[config.mk]
export PLATFORM = sky130hd
export DESIGN_NAME = nvc_ctrl
export DESIGN_NICKNAME = d
export VERILOG_FILES = /design/src/inc/nvc_pkg.sv /design/src/rtl/nvc_cell_array.sv /design/src/rtl/nvc_ctrl.sv
export SDC_FILE = /design/constraint.sdc
export NUM_CORES = 1
export LEC_CHECK = 0
export CAP_MARGIN = 25
export CORE_AREA = 8 8 124 240
export DETAILED_ROUTE_END_ITERATION = 7
export DIE_AREA = 0 0 132 248
export DONT_BUFFER_PORTS = 1
export RECOVER_POWER = 25
export SYNTH_ARGS = -nofsm -noshare
export SYNTH_HDL_FRONTEND = slang
export SYNTH_SLANG_ARGS = --single-unit
[constraint.sdc]
create_clock -name clk_i -period 6.6 [get_ports clk_i]
set_input_delay 0 -clock clk_i [delete_from_list [all_inputs] [get_ports clk_i]]
set_output_delay 0 -clock clk_i [all_outputs]
set_load 0.005 [all_outputs]
[src/inc/nvc_pkg.sv]
// Package: register map, field positions and timing of the NVM control block
package nvc_pkg;

	// ************************************************************
	// Register offsets
	// ************************************************************
	localparam logic [7:0] NVC_OFS_DEV_CTRL = 8'h01;
	localparam logic [7:0] NVC_OFS_TEMP_HI = 8'h05;
	localparam logic [7:0] NVC_OFS_TEMP_LO = 8'h06;
	localparam logic [7:0] NVC_OFS_XFER_CTRL = 8'h72;
	localparam logic [7:0] NVC_OFS_CFG_FIRST = 8'hA0;
	localparam logic [7:0] NVC_OFS_CFG_LAST = 8'hA7;

	// ************************************************************
	// Fields and reset values
	// ************************************************************
	localparam int NVC_IDLE_FLAG_POS = 7;
	localparam int NVC_ARM_POS = 2;
	localparam int NVC_STORE_POS = 1;
	localparam int NVC_RELOAD_POS = 0;
	localparam int NVC_TEMP_LO_POS = 5;
	localparam int NVC_CFG_COUNT = 8;
	localparam int NVC_CFG_IDX_W = 3;
	localparam logic [7:0] NVC_XFER_RST = 8'h00;
	localparam logic [7:0] NVC_DEV_CTRL_RST = 8'h00;
	localparam logic [7:0] NVC_TEMP_RST = 8'h00;

	// ************************************************************
	// Timing: one cell write/read of the non-volatile array
	// ************************************************************
	localparam int NVC_CLK_HZ = 25_000_000;
	localparam int NVC_CELL_TIME_US = 20;
	localparam int NVC_CELL_CYCLES = (NVC_CELL_TIME_US * (NVC_CLK_HZ / 1000))
		/ 1000;

	// ************************************************************
	// Types
	// ************************************************************
	typedef struct packed {
		logic wr;
		logic rd;
		logic [7:0] addr;
		logic [7:0] wdata;
	} nvc_req_type;

	typedef struct packed {
		logic en;
		logic wr;
		logic [NVC_CFG_IDX_W-1:0] idx;
		logic [7:0] wdata;
	} nvc_cell_type;

	typedef enum logic [1:0] {
		NVC_IDLE,
		NVC_STORE,
		NVC_RELOAD
	} nvc_state_type;

endpackage : nvc_pkg

[src/rtl/nvc_cell_array.sv]
// Non-volatile cell array model: eight bytes with a timed access per cell
`timescale 1ns/1ps
module nvc_cell_array
	import nvc_pkg::*;
(
	input wire logic clk_i,
	input wire logic rst_i,
	input wire nvc_cell_type cmd_i,
	output logic done_o,
	output logic [7:0] rdata_o
);
	logic [7:0] cell_r [NVC_CFG_COUNT];
	logic [15:0] cnt_r;
	logic busy_r;
	nvc_cell_type hold_r;

	// ************************************************************
	// Access timer; cells persist across rst_i like real storage
	// ************************************************************
	always_ff @(posedge clk_i) begin
		if (rst_i) begin
			busy_r <= 1'b0;
			cnt_r <= 16'h0000;
			hold_r <= '0;
		end else if (!busy_r && cmd_i.en) begin
			busy_r <= 1'b1;
			cnt_r <= 16'(NVC_CELL_CYCLES - 1);
			hold_r <= cmd_i;
		end else if (busy_r && cnt_r != 16'h0000) begin
			cnt_r <= cnt_r - 16'h0001;
		end else begin
			busy_r <= 1'b0;
		end
	end

	always_ff @(posedge clk_i) begin
		if (busy_r && cnt_r == 16'h0000 && hold_r.wr) begin
			cell_r[hold_r.idx] <= hold_r.wdata;
		end
	end

	always_ff @(posedge clk_i) begin
		if (rst_i) begin
			rdata_o <= 8'h00;
		end else if (!busy_r && cmd_i.en) begin
			// Taken at the start so it already stands when done rises
			rdata_o <= cell_r[cmd_i.idx];
		end
	end

	assign done_o = busy_r && cnt_r == 16'h0000;

endmodule : nvc_cell_array

[src/rtl/nvc_ctrl.sv]
// NVM transfer control, configuration registers and temperature readout
`timescale 1ns/1ps
module nvc_ctrl
	import nvc_pkg::*;
(
	input wire logic clk_i,
	input wire logic rst_i,
	input wire nvc_req_type req_i,
	input wire logic [10:0] temp_i,
	output logic [7:0] rdata_o,
	output logic [63:0] cfg_o,
	output logic [7:0] dev_ctrl_o,
	output logic nvm_idle_flag_o
);
	logic [7:0] cfg_r [NVC_CFG_COUNT];
	logic [7:0] xfer_r;
	logic [7:0] dev_ctrl_r;
	logic [10:0] temp_s1_r;
	logic [10:0] temp_s2_r;
	logic [10:0] temp_s3_r;
	logic [10:0] temp_val_r;
	logic [10:0] temp_lat_r;
	logic armed_r;
	logic boot_r;
	logic issued_r;
	logic [NVC_CFG_IDX_W-1:0] idx_r;
	nvc_state_type state_r;
	nvc_cell_type cell_cmd;
	logic cell_done;
	logic [7:0] cell_rdata;
	logic cfg_hit;
	logic last_cell;

	function automatic logic in_cfg(input logic [7:0] a);
		in_cfg = a >= NVC_OFS_CFG_FIRST && a <= NVC_OFS_CFG_LAST;
	endfunction : in_cfg

	assign cfg_hit = in_cfg(req_i.addr);
	assign last_cell = idx_r == NVC_CFG_IDX_W'(NVC_CFG_COUNT - 1);

	// ************************************************************
	// Temperature input synchroniser and read latch
	// ************************************************************
	always_ff @(posedge clk_i) begin
		temp_s1_r <= temp_i;
		temp_s2_r <= temp_s1_r;
		temp_s3_r <= temp_s2_r;
	end

	// Bits cross one by one; take a word only once two samples agree
	always_ff @(posedge clk_i) begin
		if (temp_s2_r == temp_s3_r) begin
			temp_val_r <= temp_s2_r;
		end
	end

	always_ff @(posedge clk_i) begin
		if (rst_i) begin
			temp_lat_r <= 11'h000;
		end else if (req_i.rd && req_i.addr == NVC_OFS_TEMP_HI) begin
			temp_lat_r <= temp_val_r;
		end
	end

	// ************************************************************
	// Device control register
	// ************************************************************
	always_ff @(posedge clk_i) begin
		if (rst_i) begin
			dev_ctrl_r <= NVC_DEV_CTRL_RST;
		end else if (req_i.wr && req_i.addr == NVC_OFS_DEV_CTRL) begin
			dev_ctrl_r <= {5'h00, req_i.wdata[2:0]};
		end
	end

	// ************************************************************
	// Transfer control register and arming
	// ************************************************************
	always_ff @(posedge clk_i) begin
		if (rst_i) begin
			xfer_r <= NVC_XFER_RST;
		end else if (req_i.wr && req_i.addr == NVC_OFS_XFER_CTRL) begin
			xfer_r <= {5'h00, req_i.wdata[2:0]};
		end
	end

	// Arm survives the 04h->02h write, cleared once a transfer starts
	always_ff @(posedge clk_i) begin
		if (rst_i) begin
			armed_r <= 1'b0;
		end else if (req_i.wr && req_i.addr == NVC_OFS_XFER_CTRL
			&& req_i.wdata[NVC_ARM_POS]) begin
			armed_r <= 1'b1;
		end else if (state_r != NVC_IDLE) begin
			armed_r <= 1'b0;
		end
	end

	// ************************************************************
	// Transfer sequencer
	// ************************************************************
	always_ff @(posedge clk_i) begin
		if (rst_i) begin
			state_r <= NVC_RELOAD;
			boot_r <= 1'b1;
		end else begin
			case (state_r)
				NVC_IDLE: begin
					if (armed_r && xfer_r[NVC_STORE_POS]) begin
						state_r <= NVC_STORE;
					end else if (armed_r && xfer_r[NVC_RELOAD_POS]) begin
						state_r <= NVC_RELOAD;
					end
				end
				NVC_STORE, NVC_RELOAD: begin
					if (cell_done && last_cell) begin
						state_r <= NVC_IDLE;
						boot_r <= 1'b0;
					end
				end
				default: begin
					state_r <= NVC_IDLE;
				end
			endcase
		end
	end

	always_ff @(posedge clk_i) begin
		if (rst_i || state_r == NVC_IDLE) begin
			idx_r <= '0;
			issued_r <= 1'b0;
		end else if (cell_done) begin
			idx_r <= idx_r + 1'b1;
			issued_r <= 1'b0;
		end else begin
			issued_r <= 1'b1;
		end
	end

	always_comb begin
		cell_cmd.en = state_r != NVC_IDLE && !issued_r && !cell_done;
		cell_cmd.wr = state_r == NVC_STORE;
		cell_cmd.idx = idx_r;
		cell_cmd.wdata = cfg_r[idx_r];
	end

	nvc_cell_array u_cells (
		.clk_i(clk_i),
		.rst_i(rst_i),
		.cmd_i(cell_cmd),
		.done_o(cell_done),
		.rdata_o(cell_rdata)
	);

	// ************************************************************
	// Configuration registers: volatile, written by host or reload
	// ************************************************************
	always_ff @(posedge clk_i) begin
		if (rst_i) begin
			for (int i = 0; i < NVC_CFG_COUNT; i++) begin
				cfg_r[i] <= 8'h00;
			end
		end else if (state_r == NVC_RELOAD && cell_done) begin
			cfg_r[idx_r] <= cell_rdata;
		end else if (req_i.wr && cfg_hit) begin
			cfg_r[req_i.addr[2:0]] <= req_i.wdata;
		end
	end

	always_comb begin
		for (int i = 0; i < NVC_CFG_COUNT; i++) begin
			cfg_o[i*8 +: 8] = cfg_r[i];
		end
	end

	assign dev_ctrl_o = dev_ctrl_r;
	assign nvm_idle_flag_o = state_r == NVC_IDLE;

	// ************************************************************
	// Read data
	// ************************************************************
	always_ff @(posedge clk_i) begin
		if (rst_i) begin
			rdata_o <= 8'h00;
		end else if (req_i.rd) begin
			if (req_i.addr == NVC_OFS_TEMP_HI) begin
				rdata_o <= temp_val_r[10:3];
			end else if (req_i.addr == NVC_OFS_TEMP_LO) begin
				rdata_o <= {temp_lat_r[2:0], 5'h00};
			end else if (req_i.addr == NVC_OFS_XFER_CTRL) begin
				rdata_o <= {state_r == NVC_IDLE, 4'h0, xfer_r[2:0]};
			end else if (req_i.addr == NVC_OFS_DEV_CTRL) begin
				rdata_o <= dev_ctrl_r;
			end else if (cfg_hit) begin
				rdata_o <= cfg_r[req_i.addr[2:0]];
			end else begin
				rdata_o <= 8'h00;
			end
		end
	end
endmodule : nvc_ctrl

==> results of run 1 <==
## critical path: cells and delay by family
kind,cells,cell delay (ps)
buf+inv,4,2490
compound gates,1,290
simple gates,3,930
## logic make-up after synthesis
logic type	count (synthesis)
AND/OR/NAND/NOR	196
other	1
flip-flops	233
adder cells (fa/ha/maj)	7
multiplexers	68
AO/OA/AOI/OAI	183
XOR/XNOR	12
buffers and inverters	81
## stage by stage
stage / instances / hold slack (ps) / area (µm²)
6_report: 1173 / 14.1 / 12000
3_3_place_gp: 1080 / 27.8 / 10700
2_1_floorplan: 785 / 27.7 / 10500
4_1_cts: 1169 / 7.00 / 12000
5_1_grt: 1173 / 15.6 / 12000
3_5_place_dp: 1080 / 27.8 / 10700
## cell usage in the layout, fill, tap and decap left out, types with 6 or more instances in the layout
cell type      synthesis  final
a211o_1                6      6
a21oi_1               28     28
a22o_1                24     24
a31oi_1               22     22
a32o_1                40     40
and2_1                12     12
buf_4                  7     13
clkbuf_16              0     23
clkinv_1               2      6
dfxtp_1               94     93
dlygate4sd3_1          0     48
edfxtp_1             139    139
ha_1                   7      7
inv_1                 13     13
mux2i_1               16     16
mux4_2                48     48
nand2_1               59     59
nand3_1               16     16
nand4_1                6      6
nor2_1                23     23
nor2b_1               10     10
nor3_1                 8      7
nor4_1                 6      6
nor4_4                 7      7
o21ai_0               31     31
or3_1                 11     11
xnor2_1               11     11
## flip-flops by register name, indices dropped and copies added, names as in the netlist
| signal | count |
|---|---|
| u_cells.rdata_o | 8 |
| state_r | 2 |
| dev_ctrl_o | 3 |
| u_cells.busy_r | 1 |
| temp_lat_r | 3 |
| temp_s2_r | 11 |
| armed_r | 1 |
| rdata_o | 8 |
| temp_s3_r | 11 |
| issued_r | 1 |
| u_cells.cnt_r | 16 |
| u_cells.hold_r | 12 |
| temp_s1_r | 11 |
| cfg_r | 64 |
| u_cells.cell_r | 64 |
| idx_r | 3 |
| xfer_r | 3 |
| temp_val_r | 11 |
## layout make-up
cell class | instances | area, µm²
Tap cell | 348 | 435
Sequential cell | 233 | 6060
Multi-Input combinational cell | 471 | 4070
Clock inverter | 12 | 115
Clock buffer | 28 | 634
Timing Repair Buffer | 66 | 623
Fill cell | 2380 | 14700
Inverter | 15 | 56.3
## repair_timing
action,in CTS,in global routing
endpoints found under the setup margin,0,0
endpoints found under the hold margin,127,0
hold buffers,49,0
## synthesized netlist by cell type (4+ instances only)
cell      number
nand3_1       16
dfxtp_1       94
nand2_1       59
mux4_2        48
nand4_1        6
nand3b_1       4
buf_2         14
nor2b_1       10
o22ai_1        5
nor4b_1        5
a211o_1        6
a21oi_1       28
a22o_1        24
a32o_1        40
nor4_4         7
mux2_2         4
or3_1         11
ha_1           7
a31oi_1       22
xnor2_1       11
buf_1         13
and2_1        12
buf_4          7
o21ai_0       31
or3b_2         4
clkbuf_1      32
or4_1          5
nand2b_1       4
nor4_1         6
a211oi_1       4
nor3_1         8
inv_1         13
mux2i_1       16
nor2_1        23
edfxtp_1     139
## power groups by stage
stage	clock, mW	combinational, mW	sequential, mW
2_1_floorplan	0	0.329	1.71
3_3_place_gp	0	0.357	1.79
3_5_place_dp	0	0.362	1.79
4_1_cts	1.33	0.403	1.76
5_1_grt	1.38	0.440	1.78
6_report	1.30	0.407	1.76
## worst min path at each step
stage                                 to  cells after the start  slack, ps        from
6_report         rdata_o[7]$_SDFFE_PP0P_                      3         10    req_i[9]
5_1_grt        cfg_r[5][0]$_SDFFCE_PN0P_                      3         20   req_i[10]
4_1_cts          rdata_o[3]$_SDFFE_PP0P_                      3          7    req_i[8]
3_3_place_gp       temp_s1_r[10]$_DFF_P_                      0         30  temp_i[10]
3_5_place_dp        temp_s1_r[0]$_DFF_P_                      0         30   temp_i[0]
2_1_floorplan       temp_s1_r[0]$_DFF_P_                      0         30   temp_i[0]
## layer usage
layer / part of all wire (%) / track usage [%] / vias up
li1: - / - / 3158
met1: 38 / 21.4 / 3606
met2: 48 / 29.4 / 394
met3: 10 / 5.49 / 72
met4: 3.9 / 7.10 / 0
met5: 0 / 0 / -
==> out/qor.csv, run 1 <==
metric,value,unit
WS Path Type,input pin to register,
# DRC,0,
maximum vdd ir drop,0.188,mV
grt total ovfl,0,
"Min Clock Period, post-route",3260,ps
largest net degree at the start of global routing,44,
Pint,2.55,mW
slowest cell delay on critical path,700,ps
R2R depth,3,
Post-synth EDFFs,139,
H-tree levels,1,
Final TNS setup,0,ps
top cell type's share of synthesized area,39.9,%
Fmax achieved,0.307,GHz
GRT Total Usage,17.9,%
n_diodes,0,
clock insertion delay at the later pin of the skew report,500,ps
RSZ-0062 raised after global routing,no,
skew final,7.63,ps
DP HPWL,20.1,mm
Critical Path AT,3710,ps
post-synth cell types,63,
Critical Path Start Type,input pin,
clk sinks,233,
CTS tree,done,
overall die width,132,µm
Pleak,3.97,nW
status,"complete, no violations",
First-pass DRT Iterations,6,
Logic pwr share,11.7,%
CTS Buf Count,22,
Cells after Synth,781,
flop-to-flop setup slack,3510,ps
Pwr per Cell Area,290,nW/µm²
register area share after synthesis,57.9,%
#FFs+latches synth,233,
critical path peak fanout,6,
fraction of the mapped netlist area in adder cells,0.838,%
WP data required,7050,ps
CP Capture Type,register,
multiplexer share of the synthesized area,12.3,%
detailed-route wire length per cell,25.7,µm
die height,248,µm
Syn Area/Cell,13.4,µm²
layout cells sized above 1,15.5,%
Worst Max-Slew Pin Slew,1010,ps
nets,847,
DR vias,7230,
Yosys Warn Count,0,
largest family of logic cells by synthesized area,compound AO/OA/AOI/OAI gates,
clk buf depth,3,
Worst-path clk slew,60,ps
vias per cell,6.16,
initial antenna violation count,0,
final setup fails,0,
Psw,0.924,mW
GPL Wtd Cong,0.841,
Final Hold Viols,0,
Root Driver,clkbuf_16,
Final Power,3.47,mW
post-place setup slack,3600,ps
vias in the first global route,7081,
FF-to-FF End,cfg_r[4][0]$_SDFFCE_PN0P_,
CP Cell Sequence,dlygate4sd3_1 > nor4b_1 > dlygate4sd3_1 > nand2_1 > o221a_2 > dlygate4sd3_1 > nor4_1 > dlygate4sd3_1,
fin util,44.9,%
Worst path slowest cell,dlygate4sd3_1,
Routed Antenna Nets,0,
max_slew headroom,32.6,%
core area,26700,µm²
CP endpoint,rdata_o[5]$_SDFFE_PP0P_,
die area,32700,µm²
final worst-path cycle share,49.3,%
Synth-to-Final Area Change,14.7,%
Post-CTS Resized,0,
Netlist Area Pre-Place,10500,µm²
row count,85,
Maximum Capacitance Violations,0,
async set-reset flop share out of synthesis,0,%
first-pass GRT wire length,44.8,mm
Switching Share,26.6,%
Setup Buffers After CTS,0,
Port Buf Inserts,0,
post-synthesis compound-gate area fraction,13.1,%
Hold Crit Class,input pin to register,
total length of routed wires,30.2,mm
starting density of the core,39.2,%
"top cells by area, synth","edfxtp_1 40%, dfxtp_1 18%, mux4_2 10%",
xor-xnor portion of the synthesized cell area,1.01,%
simple logic cell fraction of the synthesized area,11.4,%
slack of the critical path,3340,ps
Clk network pwr share,37.5,%
Main synth FF type,edfxtp_1,
initial DRC count,654,
Setup crit start,req_i[13],
Seq pwr share,50.8,%
Most common cell on crit path,dlygate4sd3_1,
max-slew violation count,0,
cell taking the most area after synthesis,edfxtp_1,
worst flop-to-flop path startpoint,u_cells.busy_r$_SDFFE_PP0P_,
num ports,112,
(Power assumes the default switching activity.)
==> run 2: changes to the inputs <==
Clock period 6.6 ns to 3.11 ns, I/O delays scaled along.
==> out/qor.csv, run 2 (same netlist as run 1, synthesis figures left out) <==
metric,value,unit,change
max_slew headroom,38.9,%,+6.2 points
max layer used,met4,,
CP Cell Sequence,nor4_1 > and4_1 > nand3_1 > nor2_1,,
CP Capture Type,register,,
slowest cell delay on critical path,680,ps,-20 ps
skew final,14.0,ps,+6.38 ps
Inst Count DP,1103,,+2.1%
largest net degree at the start of global routing,44,,unchanged
Synth-to-Final Area Change,15.6,%,
Post-CTS Resized,0,,unchanged
Maximum Capacitance Violations,0,,unchanged
max-slew violation count,0,,unchanged
Critical Path AT,2930,ps,-780 ps
Worst Max-Slew Pin Slew,914,ps,-95.5 ps
Worst path slowest cell,nor2_1,,
vias in the first global route,7389,,+4.3%
detailed-route wire length per cell,25.7,µm,about the same
n_diodes,0,,unchanged
clk buf depth,3,,unchanged
Fin Hold WS,21.9,ps,+7.76 ps
Worst-path clk slew,70,ps,about the same
slack of the critical path,302,ps,-3040 ps
core area,26700,µm²,unchanged
"commonest non-fill, non-tap cell in the layout",edfxtp_1,,
row count,85,,unchanged
Root Driver,clkbuf_16,,
CTS Buf Count,22,,unchanged
number of fill cells in the layout,2371,,-0.38%
Port Buf Inserts,0,,unchanged
GPL Wtd Cong,0.862,,+2.4%
Pleak,4.06,nW,+2.3%
total length of routed wires,30.5,mm,+1.1%
starting density of the core,39.2,%,unchanged
status,"complete, no violations",,
final std cells w/o fill,1186,,+1.1%
GRT Total Usage,18.4,%,+0.50 points
Met2 Routed Length,14.7,mm,+1.8%
routed wl met3,2.90,mm,-7.4%
post-place setup slack,384,ps,-3220 ps
overall die width,132,µm,unchanged
H-tree levels,1,,unchanged
Final Hold Viols,0,,unchanged
DP HPWL,20.6,mm,+2.2%
M1 WL,12.1,mm,+4.9%
Final Power,7.40,mW,+110%
most frequent cells in the layout,"139 x edfxtp_1, 93 x dfxtp_1, 59 x nand2_1",,
# DRC,0,,unchanged
RSZ-0062 raised after global routing,no,,
Hold Crit Class,input pin to register,,
final worst-path cycle share,90.3,%,
WS Path Type,register to register,,
initial antenna violation count,0,,unchanged
Largest regs,"cfg_r x64, u_cells.cell_r x64, u_cells.cnt_r x16",,
Critical Path Start Type,register,,
final setup fails,0,,unchanged
Final TNS setup,0,ps,unchanged
clock insertion delay at the later pin of the skew report,510,ps,about the same
maximum vdd ir drop,0.621,mV,+230%
layout cells sized above 1,17.7,%,+2.1 points
First-pass DRT Iterations,5,,-1
critical path peak fanout,10,,+4
Pwr per Cell Area,612,nW/µm²,+110%
die area,32700,µm²,unchanged
Routed Antenna Nets,0,,unchanged
clk sinks,233,,unchanged
nets,860,,+1.5%
DR vias,7336,,+1.5%
Fmax achieved,0.356,GHz,
num ports,112,,unchanged
CTS tree,done,,
die height,248,µm,unchanged
grt total ovfl,0,,unchanged
"Min Clock Period, post-route",2810,ps,
WP data required,3240,ps,-3810 ps
initial DRC count,662,,+1.2%
vias per cell,6.19,,+0.35%
first-pass GRT wire length,46.6,mm,+4.0%
[run 2: final timing paths]
kind	to	slack, ps	cells past startpoint	startpoint
max reg2reg	u_cells.cell_r[1][1]$_DFFE_PP_	300	4	u_cells.cnt_r[7]$_SDFFE_PP0P_
min	cfg_r[5][7]$_SDFFCE_PN0P_	20	1	req_i[8]
max	u_cells.cell_r[1][1]$_DFFE_PP_	300	4	u_cells.cnt_r[7]$_SDFFE_PP0P_
min reg2reg	temp_s2_r[1]$_DFF_P_	330	0	temp_s1_r[1]$_DFF_P_
[run 2: final cells by class]
cell class                      count  area, µm²  area share, %
Clock buffer                       31        656           5.42
Sequential cell                   233       6060           50.1
Timing Repair Buffer               79        711           5.88
Tap cell                          348        435           3.60
Multi-Input combinational cell    471       4070           33.7
Clock inverter                      9        104          0.859
Inverter                           15       56.3          0.466
[run 2: critical path: cells and delay by family (launching register included)]
kind / cells / cell delay [ps]
flip-flops: 1 / 360
AND/OR/NAND/NOR: 4 / 2070
[run 2: metrics by stage]
step | util (%) | cell area, µm²
6_report | 45.3 | 12100
5_1_grt | 45.3 | 12100
4_1_cts | 45.3 | 12100
3_5_place_dp | 40.8 | 10900
3_3_place_gp | 40.8 | 10900
2_1_floorplan | - | 10500
[run 2: what timing repair did]
item                      in CTS  in global routing
hold endpoints to repair     136                  0
hold buffers                  43                  0
buffers inserted               0                  0
[run 2: per-layer routing]
layer,vias up,GRT usage (%)
li1,3177,-
met1,3742,23.0
met2,360,30.2
met3,57,5.05
met4,0,5.95
met5,-,0
[run 2: where the power goes]
part / switching (mW) / leakage, nW / internal, mW
Clock: 1.16 / 0.374 / 1.64
Combinational: 0.534 / 1.58 / 0.335
Sequential: 0.270 / 2.10 / 3.46
